File: src/cws_pkg.sv
// shared constants, encodings and carrier types of the CAN and wake status bank
package cws_pkg;

    localparam int unsigned ADDR_W = 7;
    localparam int unsigned DATA_W = 8;

    // register addresses, seven-bit
    localparam logic [ADDR_W-1:0] ADDR_BUS_COMM_STATUS   = 7'h44;
    localparam logic [ADDR_W-1:0] ADDR_WAKE_SOURCE_A     = 7'h46;
    localparam logic [ADDR_W-1:0] ADDR_WAKE_SOURCE_B     = 7'h47;
    localparam logic [ADDR_W-1:0] ADDR_INPUT_LEVEL       = 7'h48;
    localparam logic [ADDR_W-1:0] ADDR_GPIO_OVERCURRENT  = 7'h54;

    localparam logic [DATA_W-1:0] RESET_VALUE = 8'h00;
    localparam logic [DATA_W-1:0] READ_ZERO   = 8'h00;

    // bit positions inside the registers
    localparam int unsigned BIT_SUPPLY_LOW     = 0;
    localparam int unsigned BIT_CAN_FAIL_LO    = 1;
    localparam int unsigned BIT_CAN_FAIL_HI    = 2;
    localparam int unsigned BIT_BUS_WAKE       = 5;
    localparam int unsigned BIT_TIMER_WAKE     = 4;
    localparam int unsigned BIT_WAKE_PIN       = 0;
    localparam int unsigned BIT_GPIO_WAKE      = 4;
    localparam int unsigned BIT_DEV_MODE_LVL   = 7;
    localparam int unsigned BIT_PULLUP_CFG     = 6;
    localparam int unsigned BIT_GPIO_PIN_LEVEL       = 4;
    localparam int unsigned BIT_WAKE_LVL       = 0;
    localparam int unsigned BIT_GPIO_OVERCURRENT_FLAG        = 6;
    localparam int unsigned BIT_CAN_MODE_UPPER = 1;

    // single sticky flags, index into the flag vector
    localparam int unsigned FLG_SUPPLY_LOW = 0;
    localparam int unsigned FLG_BUS_WAKE   = 1;
    localparam int unsigned FLG_TIMER_WAKE = 2;
    localparam int unsigned FLG_WAKE_PIN   = 3;
    localparam int unsigned FLG_GPIO_WAKE  = 4;
    localparam int unsigned FLG_GPIO_OVERCURRENT_FLAG    = 5;
    localparam int unsigned NUM_FLAGS      = 6;

    // flags that survive a restart
    localparam logic [NUM_FLAGS-1:0] RESTART_KEEP = 6'h2F;

    // can failure codes
    localparam logic [1:0] CAN_FAIL_NONE    = 2'h0;
    localparam logic [1:0] CAN_FAIL_TSD     = 2'h1;
    localparam logic [1:0] CAN_FAIL_TXD_DOM = 2'h2;
    localparam logic [1:0] CAN_FAIL_BUS_DOM = 2'h3;

    typedef enum logic [2:0] {
        CWS_MODE_NORMAL    = 3'h0,
        CWS_MODE_STOP      = 3'h1,
        CWS_MODE_INIT      = 3'h2,
        CWS_MODE_RESTART   = 3'h3,
        CWS_MODE_SLEEP     = 3'h4,
        CWS_MODE_FAIL_SAFE = 3'h5
    } cws_mode_t;

    typedef enum logic [2:0] {
        CWS_GPIO_OFF        = 3'h0,
        CWS_GPIO_FAIL_OUT   = 3'h1,
        CWS_GPIO_WAKE_IN    = 3'h2,
        CWS_GPIO_LOW_SIDE   = 3'h3,
        CWS_GPIO_HIGH_SIDE  = 3'h4
    } cws_gpio_cfg_t;

    typedef enum logic [1:0] {
        CWS_SRC_BUS   = 2'h0,
        CWS_SRC_TIMER = 2'h1,
        CWS_SRC_PIN   = 2'h2,
        CWS_SRC_GPIO  = 2'h3
    } cws_wake_src_t;

    typedef struct packed {
        logic              valid;
        logic              clear;
        logic [ADDR_W-1:0] addr;
    } cws_acc_t;

    typedef struct packed {
        logic tsd;
        logic txd_dom;
        logic bus_dom;
    } cws_can_evt_t;

    typedef struct packed {
        logic test_pin;
        logic pullup_sense;
        logic gpio_pin;
        logic wake_pin;
    } cws_pins_t;

endpackage

File: src/cws_flag.sv
// one sticky status flag with soft reset, restart and host clear
`timescale 1ns/1ns
`default_nettype none
module cws_flag #(
    parameter bit KEEP_ON_RESTART = 1'b1
) (
    // clock and reset
    input  wire logic ref_clk,
    input  wire logic rst_n,
    // controls
    input  wire logic set,
    input  wire logic clr,
    input  wire logic soft_rst,
    input  wire logic restart,
    // state
    output var  logic flag_q
);

    always_ff @(posedge ref_clk)
    begin
        if (!rst_n)
            flag_q <= 1'b0;
        else if (soft_rst)
            flag_q <= 1'b0;
        else if (set)
            flag_q <= 1'b1;
        else if (clr || (restart && !KEEP_ON_RESTART))
            flag_q <= 1'b0;
    end

endmodule
`default_nettype wire

File: src/cws_status_bank.sv
// CAN fault, wake source, pin level and gpio overcurrent status registers
//
// Contract
// - two-bit CAN fault code, four values
// - supply low sets bit 0, disables transmitter
// - supply comparator active only when mode bit high
// - bus status at 0x44, restart keeps bits
// - reserved bits always read zero
// - one sticky wake flag per wake source
// - fail-safe wake also sets source flag
// - bit 7 shows test pin mode
// - bit 6 shows interrupt pin pull-up sense
// - gpio level bit 4, wake level bit 0
// - levels refresh in active modes, only per sample under cyclic sensing
// - disabled function freezes its level bit
// - hv measurement forces gpio and wake level bits to zero
// - switch overcurrent sets gpio flag bit 6
// - fail output state not shown in level
// - wake registers 0x46, 0x47, level 0x48
`timescale 1ns/1ns
`default_nettype none
module cws_status_bank (
    // clock and reset
    input  wire logic                           ref_clk,
    input  wire logic                           rst_n,
    // device state
    input  wire cws_pkg::cws_mode_t             sbc_mode,
    input  wire logic                           soft_reset,
    input  wire logic                           restart_entry,
    // can transceiver
    input  wire cws_pkg::cws_can_evt_t          can_evt,
    input  wire logic                           supply_low_raw,
    input  wire logic [1:0]                     can_mode,
    // wake events
    input  wire logic                           bus_wake_evt,
    input  wire logic                           timer_wake_evt,
    input  wire logic                           wake_pin_evt,
    input  wire logic                           gpio_wake_evt,
    input  wire logic                           failsafe_wake,
    input  wire cws_pkg::cws_wake_src_t         failsafe_wake_src,
    // pins and their configuration
    input  wire cws_pkg::cws_pins_t             pins,
    input  wire cws_pkg::cws_gpio_cfg_t         gpio_cfg,
    input  wire logic                           wake_in_enable,
    input  wire logic                           hv_measure_enable,
    input  wire logic                           cyclic_active,
    input  wire logic                           sample_strobe,
    input  wire logic                           gpio_overcurrent_evt,
    // register access
    input  wire cws_pkg::cws_acc_t              acc,
    output var  logic [cws_pkg::DATA_W-1:0]     rd_data_q,
    output var  logic                           rd_valid_q,
    output var  logic                           rd_err_q,
    // transmitter control
    output var  logic                           can_tx_disable_q
);

    logic [cws_pkg::NUM_FLAGS-1:0] flag_set;
    logic [cws_pkg::NUM_FLAGS-1:0] flag_clr;
    logic [cws_pkg::NUM_FLAGS-1:0] flag_q;

    logic       sel_bus;
    logic       sel_wake_a;
    logic       sel_wake_b;
    logic       sel_level;
    logic       sel_oc;
    logic       clr_bus;
    logic       clr_wake_a;
    logic       clr_wake_b;
    logic       clr_oc;
    logic       supply_low_det;
    logic [1:0] can_fail_new;
    logic [1:0] can_fail_q;
    logic       mode_refresh;
    logic       level_refresh;
    logic       gpio_level_live;
    logic       fs_bus;
    logic       fs_timer;
    logic       fs_pin;
    logic       fs_gpio;

    logic       lvl_dev_q;
    logic       lvl_pullup_q;
    logic       lvl_gpio_q;
    logic       lvl_wake_q;

    logic [cws_pkg::DATA_W-1:0] bus_word;
    logic [cws_pkg::DATA_W-1:0] wake_a_word;
    logic [cws_pkg::DATA_W-1:0] wake_b_word;
    logic [cws_pkg::DATA_W-1:0] level_word;
    logic [cws_pkg::DATA_W-1:0] oc_word;
    logic [cws_pkg::DATA_W-1:0] rd_mux;
    logic                       rd_hit;

    // address decode
    assign sel_bus    = (acc.addr == cws_pkg::ADDR_BUS_COMM_STATUS);
    assign sel_wake_a = (acc.addr == cws_pkg::ADDR_WAKE_SOURCE_A);
    assign sel_wake_b = (acc.addr == cws_pkg::ADDR_WAKE_SOURCE_B);
    assign sel_level  = (acc.addr == cws_pkg::ADDR_INPUT_LEVEL);
    assign sel_oc     = (acc.addr == cws_pkg::ADDR_GPIO_OVERCURRENT);
    assign rd_hit     = sel_bus | sel_wake_a | sel_wake_b | sel_level | sel_oc;

    // clearing accesses; the level register has nothing to clear
    assign clr_bus    = acc.valid & acc.clear & sel_bus;
    assign clr_wake_a = acc.valid & acc.clear & sel_wake_a;
    assign clr_wake_b = acc.valid & acc.clear & sel_wake_b;
    assign clr_oc     = acc.valid & acc.clear & sel_oc;

    // supply comparator gated by the upper can mode bit
    assign supply_low_det = supply_low_raw & can_mode[cws_pkg::BIT_CAN_MODE_UPPER];

    // fail-safe wake decoded to its source
    assign fs_bus   = failsafe_wake & (failsafe_wake_src == cws_pkg::CWS_SRC_BUS);
    assign fs_timer = failsafe_wake & (failsafe_wake_src == cws_pkg::CWS_SRC_TIMER);
    assign fs_pin   = failsafe_wake & (failsafe_wake_src == cws_pkg::CWS_SRC_PIN);
    assign fs_gpio  = failsafe_wake & (failsafe_wake_src == cws_pkg::CWS_SRC_GPIO);

    always_comb
    begin
        flag_set = '0;
        flag_set[cws_pkg::FLG_SUPPLY_LOW] = supply_low_det;
        flag_set[cws_pkg::FLG_BUS_WAKE]   = bus_wake_evt | fs_bus;
        flag_set[cws_pkg::FLG_TIMER_WAKE] = timer_wake_evt | fs_timer;
        flag_set[cws_pkg::FLG_WAKE_PIN]   = wake_pin_evt | fs_pin;
        flag_set[cws_pkg::FLG_GPIO_WAKE]  = gpio_wake_evt | fs_gpio;
        // overcurrent only counts while the pin is a switch
        flag_set[cws_pkg::FLG_GPIO_OVERCURRENT_FLAG]    = gpio_overcurrent_evt &
            ((gpio_cfg == cws_pkg::CWS_GPIO_LOW_SIDE) ||
             (gpio_cfg == cws_pkg::CWS_GPIO_HIGH_SIDE));
    end

    always_comb
    begin
        flag_clr = '0;
        flag_clr[cws_pkg::FLG_SUPPLY_LOW] = clr_bus;
        flag_clr[cws_pkg::FLG_BUS_WAKE]   = clr_wake_a;
        flag_clr[cws_pkg::FLG_TIMER_WAKE] = clr_wake_a;
        flag_clr[cws_pkg::FLG_WAKE_PIN]   = clr_wake_a;
        flag_clr[cws_pkg::FLG_GPIO_WAKE]  = clr_wake_b;
        flag_clr[cws_pkg::FLG_GPIO_OVERCURRENT_FLAG]    = clr_oc;
    end

    genvar gi;
    generate
        for (gi = 0; gi < cws_pkg::NUM_FLAGS; gi++)
        begin : g_flag
            cws_flag #(
                .KEEP_ON_RESTART (cws_pkg::RESTART_KEEP[gi])
            ) u_flag (
                .ref_clk  (ref_clk),
                .rst_n    (rst_n),
                .set      (flag_set[gi]),
                .clr      (flag_clr[gi]),
                .soft_rst (soft_reset),
                .restart  (restart_entry),
                .flag_q   (flag_q[gi])
            );
        end
    endgenerate

    // bus dominant outranks txd dominant outranks thermal shutdown
    always_comb
    begin
        if (can_evt.bus_dom)
            can_fail_new = cws_pkg::CAN_FAIL_BUS_DOM;
        else if (can_evt.txd_dom)
            can_fail_new = cws_pkg::CAN_FAIL_TXD_DOM;
        else if (can_evt.tsd)
            can_fail_new = cws_pkg::CAN_FAIL_TSD;
        else
            can_fail_new = cws_pkg::CAN_FAIL_NONE;
    end

    // fault code survives a restart; a new fault beats a clear
    always_ff @(posedge ref_clk)
    begin
        if (!rst_n)
            can_fail_q <= cws_pkg::CAN_FAIL_NONE;
        else if (soft_reset)
            can_fail_q <= cws_pkg::CAN_FAIL_NONE;
        else if (can_fail_new != cws_pkg::CAN_FAIL_NONE)
            can_fail_q <= can_fail_new;
        else if (clr_bus)
            can_fail_q <= cws_pkg::CAN_FAIL_NONE;
    end

    // transmitter off while the gated comparator reports low supply
    always_ff @(posedge ref_clk)
    begin
        if (!rst_n)
            can_tx_disable_q <= 1'b0;
        else
            can_tx_disable_q <= supply_low_det;
    end

    // modes in which the live levels are tracked
    always_comb
    begin
        unique case (sbc_mode)
            cws_pkg::CWS_MODE_NORMAL,
            cws_pkg::CWS_MODE_STOP,
            cws_pkg::CWS_MODE_INIT,
            cws_pkg::CWS_MODE_RESTART:   mode_refresh = 1'b1;
            cws_pkg::CWS_MODE_SLEEP,
            cws_pkg::CWS_MODE_FAIL_SAFE: mode_refresh = 1'b0;
            default:                     mode_refresh = 1'b0;
        endcase
    end

    // cyclic sensing loads only the sampled value, in any mode
    assign level_refresh = cyclic_active ? sample_strobe : mode_refresh;

    // fail output and an unused pin leave the gpio level untouched
    assign gpio_level_live = (gpio_cfg == cws_pkg::CWS_GPIO_WAKE_IN) ||
                             (gpio_cfg == cws_pkg::CWS_GPIO_LOW_SIDE) ||
                             (gpio_cfg == cws_pkg::CWS_GPIO_HIGH_SIDE);

    // mode and configuration levels are not affected by measurement
    always_ff @(posedge ref_clk)
    begin
        if (!rst_n)
        begin
            lvl_dev_q    <= 1'b0;
            lvl_pullup_q <= 1'b0;
        end
        else if (level_refresh)
        begin
            lvl_dev_q    <= pins.test_pin;
            lvl_pullup_q <= pins.pullup_sense;
        end
    end

    // measurement shares the pins, so their levels mean nothing then
    always_ff @(posedge ref_clk)
    begin
        if (!rst_n)
            lvl_gpio_q <= 1'b0;
        else if (hv_measure_enable)
            lvl_gpio_q <= 1'b0;
        else if (level_refresh && gpio_level_live)
            lvl_gpio_q <= pins.gpio_pin;
    end

    always_ff @(posedge ref_clk)
    begin
        if (!rst_n)
            lvl_wake_q <= 1'b0;
        else if (hv_measure_enable)
            lvl_wake_q <= 1'b0;
        else if (level_refresh && wake_in_enable)
            lvl_wake_q <= pins.wake_pin;
    end

    // read words; every position not named here stays zero
    always_comb
    begin
        bus_word    = cws_pkg::READ_ZERO;
        wake_a_word = cws_pkg::READ_ZERO;
        wake_b_word = cws_pkg::READ_ZERO;
        level_word  = cws_pkg::READ_ZERO;
        oc_word     = cws_pkg::READ_ZERO;
        bus_word[cws_pkg::BIT_SUPPLY_LOW] = flag_q[cws_pkg::FLG_SUPPLY_LOW];
        bus_word[cws_pkg::BIT_CAN_FAIL_HI:cws_pkg::BIT_CAN_FAIL_LO] = can_fail_q;
        wake_a_word[cws_pkg::BIT_BUS_WAKE]   = flag_q[cws_pkg::FLG_BUS_WAKE];
        wake_a_word[cws_pkg::BIT_TIMER_WAKE] = flag_q[cws_pkg::FLG_TIMER_WAKE];
        wake_a_word[cws_pkg::BIT_WAKE_PIN]   = flag_q[cws_pkg::FLG_WAKE_PIN];
        wake_b_word[cws_pkg::BIT_GPIO_WAKE]  = flag_q[cws_pkg::FLG_GPIO_WAKE];
        level_word[cws_pkg::BIT_DEV_MODE_LVL] = lvl_dev_q;
        level_word[cws_pkg::BIT_PULLUP_CFG]   = lvl_pullup_q;
        level_word[cws_pkg::BIT_GPIO_PIN_LEVEL]     = lvl_gpio_q;
        level_word[cws_pkg::BIT_WAKE_LVL]     = lvl_wake_q;
        oc_word[cws_pkg::BIT_GPIO_OVERCURRENT_FLAG] = flag_q[cws_pkg::FLG_GPIO_OVERCURRENT_FLAG];
    end

    always_comb
    begin
        rd_mux = cws_pkg::READ_ZERO;
        if (sel_bus)
            rd_mux = bus_word;
        else if (sel_wake_a)
            rd_mux = wake_a_word;
        else if (sel_wake_b)
            rd_mux = wake_b_word;
        else if (sel_level)
            rd_mux = level_word;
        else if (sel_oc)
            rd_mux = oc_word;
    end

    // the answer carries the value before any clear of the same access
    always_ff @(posedge ref_clk)
    begin
        if (!rst_n)
        begin
            rd_data_q  <= cws_pkg::RESET_VALUE;
            rd_valid_q <= 1'b0;
            rd_err_q   <= 1'b0;
        end
        else
        begin
            rd_valid_q <= acc.valid;
            rd_err_q   <= acc.valid & ~rd_hit;
            if (acc.valid)
                rd_data_q <= rd_mux;
        end
    end

endmodule
`default_nettype wire

File: config.mk
export PLATFORM = sky130hd
export DESIGN_NAME = cws_status_bank
export DESIGN_NICKNAME = d
export VERILOG_FILES = /design/src/cws_pkg.sv /design/src/cws_flag.sv /design/src/cws_status_bank.sv
export SDC_FILE = /design/constraint.sdc
export NUM_CORES = 1
export LEC_CHECK = 0
export ABC_CLOCK_PERIOD_IN_PS = 1800
export BUFFER_PORTS_ARGS = -buffer_cell sky130_fd_sc_hd__buf_2
export CAP_MARGIN = 20
export CORE_ASPECT_RATIO = 1.5
export CORE_MARGIN = 1.5
export CORE_UTILIZATION = 44
export DETAILED_ROUTE_END_ITERATION = 10
export GPL_TIMING_DRIVEN = 0
export MAX_ROUTING_LAYER = met4
export PLACE_DENSITY = 0.77
export SYNTH_ARGS = -nofsm -noshare
export SYNTH_HDL_FRONTEND = slang
export SYNTH_SLANG_ARGS = --single-unit
File: constraint.sdc
create_clock -name ref_clk -period 1.8 [get_ports ref_clk]
set_clock_uncertainty 0.2 [all_clocks]
set_input_delay 0.09 -clock ref_clk [delete_from_list [all_inputs] [get_ports ref_clk]]
set_output_delay 0.09 -clock ref_clk [all_outputs]
set_load 0.03 [all_outputs]
## Word level (Yosys, flattened, before mapping)

Cells that the tools add are included.

| word-level totals | value |
|---|---|
| register bits after elaboration | 23 |
| output and inout bits | 11 |
| logic and storage cells | 92 |

| operators by class | value |
|---|---|
| equal/unequal tests | 14 |
| multiplexer cells | 22 |
| bitwise gates (word level) | 22 |
| reductions and logical operators | 19 |

Operators by type and width:

| cell | number |
|---|---|
| == test 7 bit, second input constant | 5 |
| 2-to-1 mux 8 bit | 4 |
| nonzero test 2 bit | 8 |
| 2-to-1 mux 1 bit | 13 |
| bitwise AND 1 bit | 12 |
| == test 3 x 2 -> 1 bit, second input constant | 4 |
| 2-to-1 mux 2 bit | 4 |
| bitwise OR 1 bit | 8 |
| 2-to-1 mux 7 bit | 1 |
| == test 2 bit, second input constant | 2 |
| logical OR 1 bit | 4 |
| OR reduction 2 bit | 2 |
| OR reduction 4 bit | 1 |
| == test 3 x 1 -> 1 bit, second input constant | 1 |
| == test 3 bit, second input constant | 1 |
| logical NOT 3 bit | 1 |
| == test 2 x 1 -> 1 bit, second input constant | 1 |
| logical AND 1 bit | 2 |
| logical NOT 2 bit | 1 |
| NOT 1 bit | 2 |

## Logic depth before layout (Yosys ltp)

| depth | value |
|---|---|
| depth after elaboration | 7 |
| depth in mapped cells | 5 |

## Cells and area by module

A second synthesis with hierarchy kept.

| unflattened totals | value |
|---|---|
| cell total of the unflattened synthesis | 128 |
| area total of the unflattened synthesis | 1132.3 um2 |

By module, submodules not included:

| module | instances | cells an instance | area each (um2) | seq. area each (um2) |
|---|---|---|---|---|
| cws_status_bank | 1 | 104 | 885.8 | 320.3 |
| cws_flag at g_flag[0].u_flag ... | 5 | 4 | 40.0 | 20.0 |
| cws_flag at g_flag[4].u_flag | 1 | 4 | 46.3 | 20.0 |

## Worst setup path after synthesis

OpenSTA, ideal clock, no wires.

| path | value |
|---|---|
| path kind | input -> register |
| from | input port acc[0] (netlist bit) |
| to | register g_flag[0].u_flag.flag_q |
| library setup time | 0.117 ns |
| arrival time | 1.157 ns |
| path slack | 0.325 ns |
| stages on the path | 3 |
| buffers on the path | 0 |
| cell sequence | or4b_1 > o31a_1 > a32o_2 |

| on the way | value |
|---|---|
| word-level cells in the longest chain between the ends | 3 |

Ends and longest elaborated chain:

| item | RTL line | RTL |
|---|---|---|
| start: declaration | cws_status_bank.sv:50 | `input wire cws_pkg::cws_acc_t acc,` |
| == test 7 bit | cws_status_bank.sv:96 | `assign sel_bus = (acc.addr == cws_pkg::ADDR_BUS_COMM_STATUS);` |
| bitwise AND 1 bit | cws_status_bank.sv:104 | `assign clr_bus = acc.valid & acc.clear & sel_bus;` |
| nonzero test 2 bit (no source line) | -- |  |
| end signal: assignment | cws_flag.sv:24 | `flag_q <= 1'b0;` |
| end signal: assignment | cws_flag.sv:26 | `flag_q <= 1'b1;` |
| end signal: assignment | cws_flag.sv:28 | `flag_q <= 1'b0;` |
| end: declaration | cws_flag.sv:16 | `output var logic flag_q` |

Every way passes these cells.
A chain may end at the register's enable or synchronous reset.

## Worst setup path in the final report

| path | value |
|---|---|
| from | input port acc[0] (netlist bit) |
| to | register rd_data_q[5] (netlist bit) |

| on the way | value |
|---|---|
| word-level cells in the longest chain between the ends | 5 |
| elaborated cells between the ends (all ways) | 8 |

Ends and longest elaborated chain:

| item | RTL line | RTL |
|---|---|---|
| == test 7 bit | cws_status_bank.sv:99 | `assign sel_level = (acc.addr == cws_pkg::ADDR_INPUT_LEVEL);` |
| 2-to-1 mux 8 bit | cws_status_bank.sv:284 | `else if (sel_level)` |
| 2-to-1 mux 8 bit | cws_status_bank.sv:282 | `else if (sel_wake_b)` |
| 2-to-1 mux 8 bit | cws_status_bank.sv:280 | `else if (sel_wake_a)` |
| 2-to-1 mux 8 bit (*) | cws_status_bank.sv:278 | `if (sel_bus)` |
| end signal: assignment | cws_status_bank.sv:295 | `rd_data_q <= cws_pkg::RESET_VALUE;` |
| end signal: assignment | cws_status_bank.sv:304 | `rd_data_q <= rd_mux;` |
| end: declaration | cws_status_bank.sv:51 | `output var logic [cws_pkg::DATA_W-1:0] rd_data_q,` |

Mark *: on every way between the ends. The rest lies on a longest branch, timed or not.

==> reports/results.ini <==
[hold_path]
worstHoldEndpoint=g_flag[1].u_flag.flag_q
whs_path_depth=5
hold_start=failsafe_wake_src[0]
hold_class=in2reg

[global_route]
overflow=0
antenna_found_initial=0
grt_use_total_pct=25.5
grt_pass1_vias=1269
grt_pass1_wl_um=5150
grt_max_degree=14

[routing]
post_drt_wl_per_cell_um=13.3
dr.pass1.iters=4
vias=1246
drc=0
via_per_inst=5.49
drt_iter0_drc=49
wl_um=3020
drtAntennaViolNets=0

[synthesis]
synth.net_count=162
yosys-top-cells-area=dfxtp_1, nand2_1, a21oi_1, nand2b_1, nor2b_1
synth_cell_types=39
postSynthAreaPerCell_um2=8.65
synthCells=121
yosysMostFrequentCell=dfxtp_1
yosysTopAreaCell=dfxtp_1
ys_ff_latch=22
synthFlopType=dfxtp_1
synthesis.area_um2=1050
yosysWarnings=0
synth-async-reset-ratio_pct=0
synth_edf_count=0
synth_commonest_cells=dfxtp_1, nand2_1, a21oi_1
ys_seq_area_share_pct=42.1
synth_top_area_share_pct=42.1

[cts]
path_clk_slew_ns=0.13
cts_max_path_buffers=2
insertion_delay_ns=0.33
cts_tree=done
htree_levels=1
cts_setup_buffers=0
cts_resized=0
cts_made_buffers=3
cts_num_sinks=22
cts_root_buffer=clkbuf_4

[floorplanning]
rows=21
die_h_um=62.8
core_um2=2230
dieArea_um2=2690
ios=52
start_util_pct=46.9
dieWidth_um=42.8

[worst_setup_path]
r2r_start=lvl_wake_q
crit_path_end_kind=register
crit_arrival_ns=1.80
r2r_cells=5
slowest_delay_ns=0.68
crit_required_ns=1.87
path_cells=buf_2, nor4b_1, dlygate4sd3_1, nand4_1, a21boi_0
crit_type=in2reg
reg2reg_setup_slack_ns=0.23
crit_slowest_cell=dlygate4sd3_1
start_kind=primary input
rr_endpoint=rd_data_q[0]
crit_path_max_fanout=8

[sta]
fin_tns_setup_ns=0
slew_headroom_pct=58.8
slew_viol_final=0
fin_crit_sh_pct=96.5
fmax_mhz=576
final.min_clock_period_ns=1.74
rsz0062_at_grt=no
tightest_slew_ns=0.610
final-hold-violation-count=0
setup_violations=0

[power]
pwr-share-comb_pct=18.2
internal-power_uw=843
power.switching_uw=257
ir_drop_v=0.000385
p_sw_share_pct=23.3
cellLeakagePower_nw=0.758
seqPwrFrac_pct=46.5
clkPwrFrac_pct=35.2
power.density_nw_per_um2=651

[placed_design]
place_hpwl_um=2000
gp_congestion=0.801
portBuffers=46
placed_area_um2=1310

[layout]
multiInputGateArea_um2=581
fillers=168
layout-drive-gt1-share_pct=27.5
diodes=0
final_area_um2=1690
fin_nets=246
seqCellArea_um2=440
syn2layout_area_growth_pct=61.3

[run_status]
status=finished clean

[flow_run]
max_cap_viol_count=0

==> kinds of logic after synthesis <==
kind of cell           after synthesis  synth area share [%]
flip-flops                          22                  42.1
multiplexers                         3                  2.87
buffers and inverters                6                  2.51
other                                1                 0.358
AND/OR/NAND/NOR                     57                  31.5
AO/OA/AOI/OAI                       32                  20.7
==> power by group through the flow <==
stage	clock network (mW)	logic (mW)	registers (mW)
2_1_floorplan	0	0.0705	0.528
3_3_place_gp	0	0.140	0.522
3_5_place_dp	0	0.144	0.523
4_1_cts	0.386	0.196	0.512
5_1_grt	0.404	0.220	0.514
6_report	0.387	0.201	0.512
==> cell type report <==
cell class	count	area share (%)
clock inverters	1	1.78
repair buffers	79	33.2
clock buffers	3	1.33
well taps	23	1.70
plain buffers	3	0.889
multi-input cells	93	34.4
inverters	3	0.667
flip-flops and latches	22	26.1
==> through the flow <==
stage	hold slack (ns)	power (mW)	instances	util [%]	worst slack (ns)
finish	0.0145	1.10	227	75.6	0.0637
global route	0.0447	1.14	227	75.6	0.0386
CTS	0.0169	1.09	227	75.6	0.177
detailed placement	0.0991	0.667	190	58.5	0.0616
global placement	0.0879	0.661	190	58.5	0.110
floorplan	-0.0102	0.598	121	-	0.325
==> worst max-delay path by stage <==
stage / from / cells past startpoint / endpoint
floorplan: acc[0] / 3 / g_flag[0].u_flag.flag_q
global placement: acc[0] / 5 / g_flag[1].u_flag.flag_q
detailed placement: acc[0] / 5 / g_flag[1].u_flag.flag_q
CTS: acc[8] / 6 / g_flag[1].u_flag.flag_q
global route: acc[8] / 6 / g_flag[1].u_flag.flag_q
finish: acc[0] / 5 / rd_data_q[5]
==> cells in the final DEF, fill, tap and decap left out, types with 2 or more instances in the layout <==
| cell | netlist | layout |
|---|---|---|
| a21oi_1 | 8 | 8 |
| a31oi_1 | 4 | 4 |
| and2_1 | 3 | 3 |
| mux2i_1 | 3 | 3 |
| nor2b_1 | 6 | 6 |
| nand2b_1 | 6 | 6 |
| nand3_1 | 5 | 5 |
| nand2_1 | 11 | 11 |
| and3_1 | 2 | 2 |
| clkbuf_1 | 2 | 2 |
| dlygate4sd3_1 | 0 | 33 |
| nor2_1 | 6 | 6 |
| nand4_1 | 2 | 2 |
| clkbuf_4 | 0 | 3 |
| a21boi_0 | 3 | 3 |
| dfxtp_1 | 22 | 22 |
| a22o_1 | 2 | 2 |
| nor3b_1 | 5 | 5 |
| inv_1 | 3 | 3 |
| nand3b_1 | 4 | 4 |
| buf_2 | 0 | 46 |
| o21ai_0 | 4 | 4 |
==> per-layer routing <==
metal,track usage (%),routed length (um)
met3,1.73,166
met5,-,0
met4,12.9,87
met2,47.9,1680
met1,24.7,1080
==> flip-flops by register name (all words and copies together), names as in the netlist <==
register and count:
lvl_pullup_q 1, can_fail_q 2, can_tx_disable_q 1, lvl_gpio_q 1, rd_err_q 1, lvl_dev_q 1
rd_data_q 7, rd_valid_q 1, lvl_wake_q 1, g_flag.u_flag.flag_q 6
==> critical path: cells and delay by family <==
kind                   cells  cell delay [ns]
AO/OA/AOI/OAI              1             0.20
AND/OR/NAND/NOR            2             0.68
buffers and inverters      2             0.83
==> timing repair <==
item,CTS,global route
hold buffers,33,0
hold endpoints to repair,19,0
endpoints found under the setup margin,0,0
(Power assumes the default switching activity.)
